===== config.mk =====
export PLATFORM = sky130hd
export DESIGN_NAME = cmp_control_regs
export DESIGN_NICKNAME = d
export VERILOG_FILES = /design/src/hdl/cmp_pkg.sv /design/src/hdl/cmp_result_if.sv /design/src/hdl/cmp_sync2.sv /design/src/hdl/cmp_result_path.sv /design/src/hdl/cmp_control_regs.sv
export SDC_FILE = /design/constraint.sdc
export NUM_CORES = 1
export LEC_CHECK = 0
export BUFFER_PORTS_ARGS = -buffer_cell sky130_fd_sc_hd__buf_2
export CAP_MARGIN = 10
export CORE_MARGIN = 1.5
export CORE_UTILIZATION = 51
export CTS_CLUSTER_DIAMETER = 150
export DETAILED_ROUTE_END_ITERATION = 16
export PLACE_DENSITY = 0.85
export SYNTH_ARGS = -nofsm -noshare
export SYNTH_HDL_FRONTEND = slang
export SYNTH_SLANG_ARGS = --single-unit

===== constraint.sdc =====
create_clock -name aclk -period 4.3 [get_ports aclk]
set_input_delay 0.86 -clock aclk [delete_from_list [all_inputs] [get_ports aclk]]
set_output_delay 0.86 -clock aclk [all_outputs]
set_load 0.03 [all_outputs]

===== src/hdl/cmp_pkg.sv =====
// Purpose: Shared constants for the comparator control register block.
// Assumes: Registers are 8 bits wide, one per aligned 32-bit bus word.
// Notes:   Offsets are register indices; byte address is index * 4.
package cmp_pkg;

	// Register indices
	localparam logic [15:0] IDX_CTRL0 = 16'h108c;
	localparam logic [15:0] IDX_EDGE  = 16'h108d;
	localparam logic [15:0] IDX_NEG   = 16'h108e;
	localparam logic [15:0] IDX_POS   = 16'h108f;
	localparam logic [15:0] IDX_COLL  = 16'h109f;
	localparam logic [15:0] IDX_STAT  = 16'h10a0;
	localparam logic [15:0] IDX_CLR   = 16'h10a1;
	localparam logic [15:0] IDX_IEN   = 16'h10a2;

	// Field positions
	localparam int CTRL_EN_BIT   = 7;
	localparam int CTRL_OUT_BIT  = 6;
	localparam int CTRL_POL_BIT  = 4;
	localparam int CTRL_HYS_BIT  = 1;
	localparam int CTRL_SYNC_BIT = 0;
	localparam int EDGE_RISE_BIT = 1;
	localparam int EDGE_FALL_BIT = 0;
	localparam int COLL_BIT      = 0;
	localparam int EVENT_BIT     = 0;

	// Values after reset
	localparam logic       BIT_RST = 1'h0;
	localparam logic [2:0] SEL_RST = 3'h0;

	// Source selector codes
	localparam logic [2:0] SEL_GND  = 3'h7;
	localparam logic [2:0] SEL_REF2 = 3'h6;
	localparam logic [2:0] SEL_DAC  = 3'h4;
	localparam logic [2:0] SEL_PIN0 = 3'h0;

	// Bus responses
	localparam logic [1:0] RESP_OKAY   = 2'h0;
	localparam logic [1:0] RESP_SLVERR = 2'h2;

	function automatic logic reg_hit(input logic [15:0] addr,
		input logic [15:0] idx);
		return addr == {idx[13:0], 2'h0};
	endfunction

endpackage


===== src/hdl/cmp_result_if.sv =====
// Purpose: Carries the result path controls and outputs.
// Assumes: One clock domain.
// Notes:   regs side drives controls, core side returns the result.
`timescale 1ns/10ps
interface cmp_result_if;
	logic enable;
	logic invert;
	logic sync_mode;
	logic tmr_fall;
	logic raw;
	logic result;
	logic ext_out;
	modport regs (output enable, invert, sync_mode, tmr_fall, raw,
		input result, ext_out);
	modport core (input enable, invert, sync_mode, tmr_fall, raw,
		output result, ext_out);
endinterface


===== src/hdl/cmp_sync2.sv =====
// Purpose: Two-flop synchroniser for the two pin inputs.
// Assumes: Inputs are asynchronous to aclk.
// Notes:   Only the second stage may be read by other logic.
`timescale 1ns/10ps
module cmp_sync2 (
	// Clock and reset
	input  wire logic       aclk,
	input  wire logic       aresetn,
	// Data
	input  wire logic [1:0] d,
	output logic      [1:0] q
);
	logic [1:0] meta_q;

	always_ff @(posedge aclk) begin
		if (!aresetn) begin
			meta_q <= 2'h0;
			q      <= 2'h0;
		end else begin
			meta_q <= d;
			q      <= meta_q;
		end
	end
endmodule


===== src/hdl/cmp_result_path.sv =====
// Purpose: Result polarity, disable forcing and timer-aligned output.
// Assumes: raw and tmr_fall are already synchronised to aclk.
// Notes:   Result is registered every clock.
`timescale 1ns/10ps
module cmp_result_path (
	// Clock and reset
	input wire logic    aclk,
	input wire logic    aresetn,
	// Result path
	cmp_result_if.core  rif
);
	logic result_d;
	logic result_q;
	logic ext_q;

	// Disabled core reads 0; polarity still applies after it
	always_comb begin
		result_d = (rif.enable & rif.raw) ^ rif.invert;
	end

	always_ff @(posedge aclk) begin
		if (!aresetn) begin
			result_q <= 1'h0;
		end else begin
			result_q <= result_d;
		end
	end

	// Pin and timer copy: free running, or only on timer clock falls
	always_ff @(posedge aclk) begin
		if (!aresetn) begin
			ext_q <= 1'h0;
		end else if (!rif.sync_mode || rif.tmr_fall) begin
			ext_q <= result_d;
		end
	end

	assign rif.result  = result_q;
	assign rif.ext_out = ext_q;

	sync_hold_a: assert property (@(posedge aclk) disable iff (!aresetn)
		rif.sync_mode && !rif.tmr_fall |=> $stable(rif.ext_out))
		else $error("pin output moved without timer fall");
	async_follow_a: assert property (@(posedge aclk) disable iff (!aresetn)
		!rif.sync_mode |=> rif.ext_out == rif.result)
		else $error("pin output not following result");
	disabled_out_a: assert property (@(posedge aclk) disable iff (!aresetn)
		!rif.enable && !rif.invert |=> !rif.result)
		else $error("disabled comparator result not 0");
	invert_out_a: assert property (@(posedge aclk) disable iff (!aresetn)
		rif.enable && !rif.raw |=> rif.result == $past(rif.invert))
		else $error("polarity not applied to result");
endmodule


===== src/hdl/cmp_control_regs.sv =====
// Purpose: Comparator control and status registers on AXI4-Lite.
// Assumes: Analog result and timer clock arrive as async digital pins.
// Notes:   Registers are 8 bits in the low lane of each word.
//
// Added by the designer: the AXI4-Lite register port.
`timescale 1ns/10ps
module cmp_control_regs
	import cmp_pkg::*;
#(
	parameter logic LARGE_VARIANT = 1'h1
) (
	// Clock and reset
	input  wire logic        aclk,
	input  wire logic        aresetn,
	// Write address
	input  wire logic [15:0] awaddr,
	input  wire logic        awvalid,
	output logic             awready,
	// Write data
	input  wire logic [31:0] wdata,
	input  wire logic [3:0]  wstrb,
	input  wire logic        wvalid,
	output logic             wready,
	// Write response
	output logic      [1:0]  bresp,
	output logic             bvalid,
	input  wire logic        bready,
	// Read address
	input  wire logic [15:0] araddr,
	input  wire logic        arvalid,
	output logic             arready,
	// Read data
	output logic      [31:0] rdata,
	output logic      [1:0]  rresp,
	output logic             rvalid,
	input  wire logic        rready,
	// Analog side pins
	input  wire logic        compare_raw,
	input  wire logic        timer_one_clk,
	// Comparator controls
	output logic             comp_enable,
	output logic             hysteresis_on,
	output logic      [3:0]  neg_pin_sel,
	output logic             neg_ref_sel,
	output logic             neg_gnd_sel,
	output logic             pos_pin_sel,
	output logic             pos_dac_sel,
	output logic             pos_ref_sel,
	output logic             pos_gnd_sel,
	// Result outputs
	output logic             timer_one_out,
	output logic             pin_out,
	output logic             irq
);
	// Bus state
	logic        awready_q;
	logic        wready_q;
	logic        aw_full_q;
	logic        w_full_q;
	logic [15:0] aw_addr_q;
	logic [7:0]  w_data_q;
	logic        w_lane_q;
	logic        bvalid_q;
	logic [1:0]  bresp_q;
	logic        arready_q;
	logic        rvalid_q;
	logic [31:0] rdata_q;
	logic [1:0]  rresp_q;
	logic        aw_take;
	logic        w_take;
	logic        wr_go;
	logic        wr_low;
	logic        rd_take;

	// Register state
	logic        enable_q;
	logic        invert_select_q;
	logic        hysteresis_on_q;
	logic        sync_mode_q;
	logic        rise_flag_enable_q;
	logic        fall_flag_enable_q;
	logic [2:0]  inverting_source_sel_q;
	logic [2:0]  noninverting_source_sel_q;
	logic        compare_event_flag_q;
	logic        event_irq_enable_q;
	logic        irq_q;

	// Result and edges
	logic [1:0]  pins_s;
	logic        tmr_prev_q;
	logic        result_prev_q;
	logic        rise_seen;
	logic        fall_seen;
	logic        event_set;
	logic        event_clear;
	logic [7:0]  ctrl0_view;

	// Source select state
	logic [3:0]  neg_pin_sel_q;
	logic        neg_ref_sel_q;
	logic        neg_gnd_sel_q;
	logic        pos_pin_sel_q;
	logic        pos_dac_sel_q;
	logic        pos_ref_sel_q;
	logic        pos_gnd_sel_q;

	cmp_result_if rif ();

	cmp_sync2 pin_sync (
		.aclk    (aclk),
		.aresetn (aresetn),
		.d       ({timer_one_clk, compare_raw}),
		.q       (pins_s)
	);

	cmp_result_path result_path (
		.aclk    (aclk),
		.aresetn (aresetn),
		.rif     (rif)
	);

	assign rif.enable    = enable_q;
	assign rif.invert    = invert_select_q;
	assign rif.sync_mode = sync_mode_q;
	assign rif.raw       = pins_s[0];
	assign rif.tmr_fall  = tmr_prev_q & ~pins_s[1];

	always_ff @(posedge aclk) begin
		if (!aresetn) begin
			tmr_prev_q <= 1'h0;
		end else begin
			tmr_prev_q <= pins_s[1];
		end
	end

	// Write channel: address and data are held independently
	assign aw_take = awvalid & awready_q;
	assign w_take  = wvalid & wready_q;
	assign wr_go   = aw_full_q & w_full_q & ~bvalid_q;
	assign wr_low  = wr_go & w_lane_q;

	always_ff @(posedge aclk) begin
		if (!aresetn) begin
			aw_full_q <= 1'h0;
			awready_q <= 1'h0;
			aw_addr_q <= 16'h0;
		end else begin
			aw_full_q <= aw_take | (aw_full_q & ~wr_go);
			awready_q <= ~(aw_take | (aw_full_q & ~wr_go));
			if (aw_take) begin
				aw_addr_q <= awaddr;
			end
		end
	end

	always_ff @(posedge aclk) begin
		if (!aresetn) begin
			w_full_q <= 1'h0;
			wready_q <= 1'h0;
			w_data_q <= 8'h0;
			w_lane_q <= 1'h0;
		end else begin
			w_full_q <= w_take | (w_full_q & ~wr_go);
			wready_q <= ~(w_take | (w_full_q & ~wr_go));
			if (w_take) begin
				w_data_q <= wdata[7:0];
				w_lane_q <= wstrb[0];
			end
		end
	end

	always_ff @(posedge aclk) begin
		if (!aresetn) begin
			bvalid_q <= 1'h0;
			bresp_q  <= RESP_OKAY;
		end else if (wr_go) begin
			bvalid_q <= 1'h1;
			bresp_q  <= (reg_hit(aw_addr_q, IDX_CTRL0)
				|| reg_hit(aw_addr_q, IDX_EDGE)
				|| reg_hit(aw_addr_q, IDX_NEG)
				|| reg_hit(aw_addr_q, IDX_POS)
				|| reg_hit(aw_addr_q, IDX_COLL)
				|| reg_hit(aw_addr_q, IDX_STAT)
				|| reg_hit(aw_addr_q, IDX_CLR)
				|| reg_hit(aw_addr_q, IDX_IEN)) ? RESP_OKAY : RESP_SLVERR;
		end else if (bready) begin
			bvalid_q <= 1'h0;
		end
	end

	// Control register writes; only implemented bits are stored
	always_ff @(posedge aclk) begin
		if (!aresetn) begin
			enable_q        <= BIT_RST;
			invert_select_q <= BIT_RST;
			hysteresis_on_q <= BIT_RST;
			sync_mode_q     <= BIT_RST;
		end else if (wr_low && reg_hit(aw_addr_q, IDX_CTRL0)) begin
			enable_q        <= w_data_q[CTRL_EN_BIT];
			invert_select_q <= w_data_q[CTRL_POL_BIT];
			hysteresis_on_q <= w_data_q[CTRL_HYS_BIT];
			sync_mode_q     <= w_data_q[CTRL_SYNC_BIT];
		end
	end

	always_ff @(posedge aclk) begin
		if (!aresetn) begin
			rise_flag_enable_q <= BIT_RST;
			fall_flag_enable_q <= BIT_RST;
		end else if (wr_low && reg_hit(aw_addr_q, IDX_EDGE)) begin
			rise_flag_enable_q <= w_data_q[EDGE_RISE_BIT];
			fall_flag_enable_q <= w_data_q[EDGE_FALL_BIT];
		end
	end

	always_ff @(posedge aclk) begin
		if (!aresetn) begin
			inverting_source_sel_q    <= SEL_RST;
			noninverting_source_sel_q <= SEL_RST;
			event_irq_enable_q        <= BIT_RST;
		end else if (wr_low) begin
			if (reg_hit(aw_addr_q, IDX_NEG)) begin
				inverting_source_sel_q <= w_data_q[2:0];
			end
			if (reg_hit(aw_addr_q, IDX_POS)) begin
				noninverting_source_sel_q <= w_data_q[2:0];
			end
			if (reg_hit(aw_addr_q, IDX_IEN)) begin
				event_irq_enable_q <= w_data_q[EVENT_BIT];
			end
		end
	end

	// Edge detection on the registered result
	assign rise_seen   = rif.result & ~result_prev_q;
	assign fall_seen   = ~rif.result & result_prev_q;
	assign event_set   = (rise_seen & rise_flag_enable_q)
		| (fall_seen & fall_flag_enable_q);
	assign event_clear = wr_low & reg_hit(aw_addr_q, IDX_CLR)
		& w_data_q[EVENT_BIT];

	// Flag stays until software clears it; a new edge beats the clear
	always_ff @(posedge aclk) begin
		if (!aresetn) begin
			result_prev_q        <= 1'h0;
			compare_event_flag_q <= 1'h0;
		end else begin
			result_prev_q        <= rif.result;
			compare_event_flag_q <= event_set
				| (compare_event_flag_q & ~event_clear);
		end
	end

	always_ff @(posedge aclk) begin
		if (!aresetn) begin
			irq_q <= 1'h0;
		end else begin
			irq_q <= compare_event_flag_q & event_irq_enable_q;
		end
	end

	// Input routing; everything is cut off while disabled
	always_ff @(posedge aclk) begin
		if (!aresetn || !enable_q) begin
			neg_pin_sel_q <= 4'h0;
			neg_ref_sel_q <= 1'h0;
			neg_gnd_sel_q <= 1'h0;
			pos_pin_sel_q <= 1'h0;
			pos_dac_sel_q <= 1'h0;
			pos_ref_sel_q <= 1'h0;
			pos_gnd_sel_q <= 1'h0;
		end else begin
			neg_gnd_sel_q <= inverting_source_sel_q == SEL_GND;
			neg_ref_sel_q <= inverting_source_sel_q == SEL_REF2;
			neg_pin_sel_q <= 4'h0;
			// Small variants have no negative pins two and three
			if (!inverting_source_sel_q[2]
				&& (LARGE_VARIANT || !inverting_source_sel_q[1])) begin
				neg_pin_sel_q[inverting_source_sel_q[1:0]] <= 1'h1;
			end
			pos_gnd_sel_q <= noninverting_source_sel_q == SEL_GND;
			pos_ref_sel_q <= noninverting_source_sel_q == SEL_REF2;
			pos_dac_sel_q <= noninverting_source_sel_q == SEL_DAC;
			pos_pin_sel_q <= noninverting_source_sel_q == SEL_PIN0;
		end
	end

	// Read channel
	assign rd_take = arvalid & arready_q;

	always_comb begin
		ctrl0_view                = 8'h0;
		ctrl0_view[CTRL_EN_BIT]   = enable_q;
		ctrl0_view[CTRL_OUT_BIT]  = rif.result;
		ctrl0_view[CTRL_POL_BIT]  = invert_select_q;
		ctrl0_view[CTRL_HYS_BIT]  = hysteresis_on_q;
		ctrl0_view[CTRL_SYNC_BIT] = sync_mode_q;
	end

	always_ff @(posedge aclk) begin
		if (!aresetn) begin
			arready_q <= 1'h0;
			rvalid_q  <= 1'h0;
			rdata_q   <= 32'h0;
			rresp_q   <= RESP_OKAY;
		end else begin
			arready_q <= ~(rd_take | (rvalid_q & ~rready));
			if (rd_take) begin
				rvalid_q <= 1'h1;
				rresp_q  <= RESP_OKAY;
				rdata_q  <= 32'h0;
				if (reg_hit(araddr, IDX_CTRL0)) begin
					rdata_q[7:0] <= ctrl0_view;
				end else if (reg_hit(araddr, IDX_EDGE)) begin
					rdata_q[EDGE_RISE_BIT] <= rise_flag_enable_q;
					rdata_q[EDGE_FALL_BIT] <= fall_flag_enable_q;
				end else if (reg_hit(araddr, IDX_NEG)) begin
					rdata_q[2:0] <= inverting_source_sel_q;
				end else if (reg_hit(araddr, IDX_POS)) begin
					rdata_q[2:0] <= noninverting_source_sel_q;
				end else if (reg_hit(araddr, IDX_COLL)) begin
					rdata_q[COLL_BIT] <= rif.result;
				end else if (reg_hit(araddr, IDX_STAT)) begin
					rdata_q[EVENT_BIT] <= compare_event_flag_q;
				end else if (reg_hit(araddr, IDX_IEN)) begin
					rdata_q[EVENT_BIT] <= event_irq_enable_q;
				end else if (!reg_hit(araddr, IDX_CLR)) begin
					rresp_q <= RESP_SLVERR;
				end
			end else if (rready) begin
				rvalid_q <= 1'h0;
			end
		end
	end

	// Ports
	assign awready       = awready_q;
	assign wready        = wready_q;
	assign bvalid        = bvalid_q;
	assign bresp         = bresp_q;
	assign arready       = arready_q;
	assign rvalid        = rvalid_q;
	assign rdata         = rdata_q;
	assign rresp         = rresp_q;
	assign comp_enable   = enable_q;
	assign hysteresis_on = hysteresis_on_q;
	assign neg_pin_sel   = neg_pin_sel_q;
	assign neg_ref_sel   = neg_ref_sel_q;
	assign neg_gnd_sel   = neg_gnd_sel_q;
	assign pos_pin_sel   = pos_pin_sel_q;
	assign pos_dac_sel   = pos_dac_sel_q;
	assign pos_ref_sel   = pos_ref_sel_q;
	assign pos_gnd_sel   = pos_gnd_sel_q;
	assign timer_one_out = rif.ext_out;
	assign pin_out       = rif.ext_out;
	assign irq           = irq_q;

	enable_write_a: assert property (@(posedge aclk) disable iff (!aresetn)
		wr_low && reg_hit(aw_addr_q, IDX_CTRL0)
		|=> comp_enable == $past(w_data_q[CTRL_EN_BIT]))
		else $error("enable bit not stored");
	hyst_write_a: assert property (@(posedge aclk) disable iff (!aresetn)
		wr_low && reg_hit(aw_addr_q, IDX_CTRL0)
		|=> hysteresis_on == $past(w_data_q[CTRL_HYS_BIT]))
		else $error("hysteresis bit not stored");
	rise_flag_a: assert property (@(posedge aclk) disable iff (!aresetn)
		rise_seen && rise_flag_enable_q |=> compare_event_flag_q)
		else $error("rising edge did not set flag");
	fall_flag_a: assert property (@(posedge aclk) disable iff (!aresetn)
		fall_seen && fall_flag_enable_q |=> compare_event_flag_q)
		else $error("falling edge did not set flag");
	no_flag_a: assert property (@(posedge aclk) disable iff (!aresetn)
		!compare_event_flag_q && !(rise_seen && rise_flag_enable_q)
		&& !(fall_seen && fall_flag_enable_q) |=> !compare_event_flag_q)
		else $error("flag set without enabled edge");
	neg_ground_a: assert property (@(posedge aclk) disable iff (!aresetn)
		enable_q && inverting_source_sel_q == SEL_GND
		|=> neg_gnd_sel && neg_pin_sel == 4'h0)
		else $error("negative ground select wrong");
	mirror_read_a: assert property (@(posedge aclk) disable iff (!aresetn)
		rd_take && reg_hit(araddr, IDX_COLL)
		|=> rvalid && rdata[COLL_BIT] == $past(rif.result))
		else $error("collective bit not mirroring result");
	disabled_sel_a: assert property (@(posedge aclk) disable iff (!aresetn)
		!enable_q |=> !neg_gnd_sel && !neg_ref_sel && neg_pin_sel == 4'h0
		&& !pos_gnd_sel && !pos_ref_sel && !pos_dac_sel && !pos_pin_sel)
		else $error("input still routed while disabled");
	pol_event_a: assert property (@(posedge aclk) disable iff (!aresetn)
		!enable_q && rise_flag_enable_q && !rif.invert
		##1 rif.invert && !enable_q
		|-> ##2 compare_event_flag_q)
		else $error("polarity toggle gave no event");
	high_zero_a: assert property (@(posedge aclk) disable iff (!aresetn)
		rvalid |-> rdata[31:8] == 24'h0)
		else $error("unused read bits not zero");
endmodule


# After elaboration in Yosys (flattened, before gate mapping)
# Index checks and enable logic that the tools add are counted.
# word_totals
regBits	77
output_inout_bits	56
# classes
bitwise_logic	35
muxes	25
n_eq_ne	21
magnitude_cmp	2
reduce_logical	22
# ops
op	count
equality test 16 x 15 -> 1 bit (second input constant)	16
2-to-1 mux 2 bit	11
AND 1 bit	19
equality test 3 bit (second input constant)	5
2-to-1 mux 1 bit	10
NOT 1 bit	10
logical OR 1 bit	9
2-to-1 mux 3 bit	2
AND reduction 2 bit	3
2-to-1 mux 5 bit	1
OR 1 bit	5
nonzero test 2 bit	2
logical AND 1 bit	3
logical NOT 1 bit	3
logical NOT 3 bit	1
< comparator 2 x 3 -> 1 bit (second input constant)	1
demux 1 bit (select 2 bit)	1
greater-or-equal comparator 2 x 1 -> 1 bit (second input constant)	1
OR reduction 2 bit	1
XOR 1 bit	1

# Depth between registers and ports, before layout
# depth
depth_word	9
depth_mapped	6

# Cells and area by module
# From an unflattened synthesis, not the netlist that was laid out.
# unflattened
cells_unflattened	334
area_unflattened_um2	3011.6
# by_module_without_submodules
module	seq_area_each_um2	area_per_inst_um2	n_inst	cells_per_inst
cmp_control_regs	1281.2	2817.7	1	317
cmp_sync2	80.1	105.1	1	8
cmp_result_path	40.0	88.8	1	9

# Worst setup path before layout
# Ideal clock, no wire load.
# synth_path
kind	input port to flip-flop
from	input port araddr[2]
to	register rdata_q[1], in the netlist rdata[1]
setup_slack_ps	2407
path_stages	5
arrival_ps	1778
required_time_ps	4185
setup_ps	115
path_buffers	1
cell_sequence	buf_2 mux4_2 nand2_1 o31ai_1 and2_1
# synth_via
elab_chain_len	5
elab_cells_between_ends	8
cone_classes	4 x eq/ne; 4 x mux
# synth_rtl
element	line	source
start: declaration	cmp_control_regs.sv:29	input wire logic [15:0] araddr,
equality test 16 x 15 -> 1 bit	cmp_pkg.sv:43	return addr == {idx[13:0], 2'h0};
2-to-1 mux 2 bit	cmp_control_regs.sv:319	end else if (reg_hit(araddr, IDX_POS)) begin
2-to-1 mux 3 bit	cmp_control_regs.sv:317	end else if (reg_hit(araddr, IDX_NEG)) begin
2-to-1 mux 2 bit	cmp_control_regs.sv:314	end else if (reg_hit(araddr, IDX_EDGE)) begin
2-to-1 mux 3 bit *	cmp_control_regs.sv:312	if (reg_hit(araddr, IDX_CTRL0)) begin
end signal: assignment	cmp_control_regs.sv:313	rdata_q[7:0] <= ctrl0_view;
end signal: indexed assignment	cmp_control_regs.sv:315	rdata_q[EDGE_RISE_BIT] <= rise_flag_enable_q;
end signal: assignment	cmp_control_regs.sv:318	rdata_q[2:0] <= inverting_source_sel_q;
end: declaration	cmp_control_regs.sv:67	logic [31:0] rdata_q;
# Mark *: on every way between the ends. The rest lies on a longest branch, timed or not.
# A chain may end at the register's enable or synchronous reset.

# Final worst setup path
# layout_path
from	register wready_q, in the netlist wready
to	output port wready
# layout_lines
element	line	source
start: declaration	cmp_control_regs.sv:57	logic wready_q;
start signal: assignment	cmp_control_regs.sv:164	wready_q <= ~(w_take | (w_full_q & ~wr_go));
end: declaration	cmp_control_regs.sv:23	output logic wready,
# No word-level cell between the ends.

==> flow_summary.yaml <==
clocking:
  post_cts_resized: 0
  cts_hold_buf: 0
  clkLatencyLatePin_ps: 330
  clkTransAtPathRegs_ps: 60
  numCtsBuffers: 9
  cts_tree: "yes"
  post_cts_buffers: 0
  cts_buffer_depth: 2
  root_buffer: "clkbuf_8"
  cts_sinks: 70
  htreeDepth: 3
floorplan:
  die_w_um: 80.3
  initial_utilization: 0.540
  fp.dieH_um: 80.3
  fp.dieArea_sq_um: 6440
  ioPinCount: 133
  core_sq_um: 5640
  rows: 27
setup_path:
  critical-path-max-stage-delay_ps: 450
  cp_cell_sequence: "buf_2"
  critPathSlowestCell: "dfxtp_1"
  cp_max_fo: 8
  path_buf_inv: 1
  end_kind: "primary output"
  crit_family: "flip-flops"
  arrival_ps: 1020
  path_class: "reg -> out"
  required_ps: 3440
  critPathLaunchType: "register"
drt:
  via_per_inst: 5.01
  drc_errors: 0
  dr.pass1.iters: 4
  wl_per_cell_um: 12.1
  ant_nets: 0
  wl_um: 5790
  via_count: 2402
  drtIter0Drc: 144
global_route:
  grt.busiest_layer: "met2"
  grtUsageTotal: 0.193
  grt_pass1_wl_um: 9570
  globalRouteMet1Util: 0.233
  grt_remaining_overflow: 0
  grt_pass1_vias: 2224
  grtUsageMet2: 0.330
  grt_max_degree: 43
  grt_antenna_before_repair: 0
  grt_use_met3: 0.0375
synthesis:
  yosys_warnings: 0
  synthMuxAreaShare: 0.0735
  synth_common_cells: "nand2_1, dfxtp_1, buf_4"
  ys_seq_elements: 70
  synth_edf_count: 0
  synthXorXnorAreaFrac: 0.00288
  synth-seq-area-share: 0.460
  yosysMostFrequentCell: "nand2_1"
  synth_top_family_by_area: "simple AND/OR/NAND/NOR gates"
  yosys.area_share.adder: 0
  synth_top_area_cell: "dfxtp_1"
  synth_compound_area_frac: 0.108
  syn_area_per_cell_sq_um: 9.12
  synthSimpleGateAreaFrac: 0.252
  synth_top_area_frac: 0.460
  synth_area_sq_um: 3050
  async_reset_ff_frac: 0
  synth_area_leaders: "dfxtp_1, nand2_1, buf_4"
  synth-main-ff-cell: "dfxtp_1"
  synth_cell_types: 47
  synthCells: 334
sta:
  skew_ps: 9.69
  max_slew_margin: 0.585
  rsz0062_at_grt: "no"
  tns_ps: 0
  layout_min_cycle_time_ps: 1880
  fmax_mhz: 531
  tightest_slew_ps: 623
  slew_violations: 0
  hold_violations: 0
  setup_viol: 0
  finalCritPeriodShare: 0.438
cells_and_area:
  fillers: 490
  insertedDiodeCount: 0
  syn2layout_area_growth_pct: 14.8
  nNetsFinal: 479
  multi_input_comb_area_sq_um: 1440
  fin_cells: 479
  final_cell_area_sq_um: 3500
  final_layout_size_suffix_gt1_frac: 0.236
  register_area_sq_um: 1400
place:
  place_inst: 463
  hpwl_um: 4260
  portBuffers: 74
  place_congestion: 0.769
  place_area_sq_um: 3320
pwr:
  p_leak_nw: 1.54
  peakVddDrop_mv: 0.224
  power_density_nw_per_um2: 369
job:
  maxCapViolCount: 0
status:
  status: "finished clean"
hold_path:
  hp-class: "reg -> reg"
[area by class of cell]
class	count	share of cell area
multi-input combinational	243	0.410
timing repair buffer	75	0.108
inverter	3	0.00322
tap	72	0.0258
clock inverter	5	0.0143
clock buffer	11	0.0376
sequential	70	0.401
[registers in the layout, summed over array words and instances, names as in the netlist, 2 cells and up]
name,flops
rdata,6
aw_addr_q,16
w_data_q,5
pin_sync.q,2
inverting_source_sel_q,3
noninverting_source_sel_q,3
neg_pin_sel,4
pin_sync.meta_q,2
[metrics by stage]
step / worst slack, ps / power, W / util / hold slack (ps)
finish: 2420 / 0.00129 / 0.620 / 432
global route: 2320 / 0.00134 / 0.620 / 451
CTS: 2410 / 0.00130 / 0.620 / 438
detailed placement: 2170 / 0.000817 / 0.588 / 422
global placement: 2190 / 0.000814 / 0.588 / 419
floorplan: 2410 / 0.000800 / - / 412
[logic make-up after synthesis]
family / Yosys count
xor gates and xnor gates: 1
muxes: 21
DFF: 70
other: 1
buffers and inverters: 48
and+or+nand+nor: 147
AOI/OAI and AO/OA: 46
[final timing paths]
kind	from	endpoint	slack, ps	cells past startpoint
worst max-delay path	wready$_SDFF_PN0_	wready	2420	1
worst min-delay path	pin_sync.meta_q[1]$_SDFF_PN0_	pin_sync.q[1]$_SDFF_PN0_	430	1
worst max register to register	aw_addr_q[10]$_SDFFE_PN0P_	invert_select_q$_SDFFE_PN0P_	2800	4
worst min register to register	pin_sync.meta_q[1]$_SDFF_PN0_	pin_sync.q[1]$_SDFF_PN0_	430	1
[cells in the final DEF, fill, tap and decap left out, types with 7 or more instances in the layout]
cell type / netlist / final
dfxtp_1: 70 / 70
and2_1: 13 / 13
conb_1: 1 / 28
nand2_1: 71 / 71
mux2i_1: 19 / 19
buf_2: 5 / 74
nand3_1: 9 / 9
nor2_1: 7 / 7
clkbuf_8: 0 / 9
a21boi_0: 24 / 24
[layer usage]
metal / share of wire / up-vias
li1: - / 1226
met1: 0.45 / 1069
met2: 0.48 / 97
met3: 0.059 / 10
met4: 0.019 / 0
met5: 0 / -
[power by group]
part / internal, W / switching (W)
combinational: 0.0000407 / 0.0000841
sequential: 0.000666 / 0.0000116
clock: 0.000264 / 0.000225
total: 0.000971 / 0.000321
No activity file was read; power rests on OpenSTA's default activity.
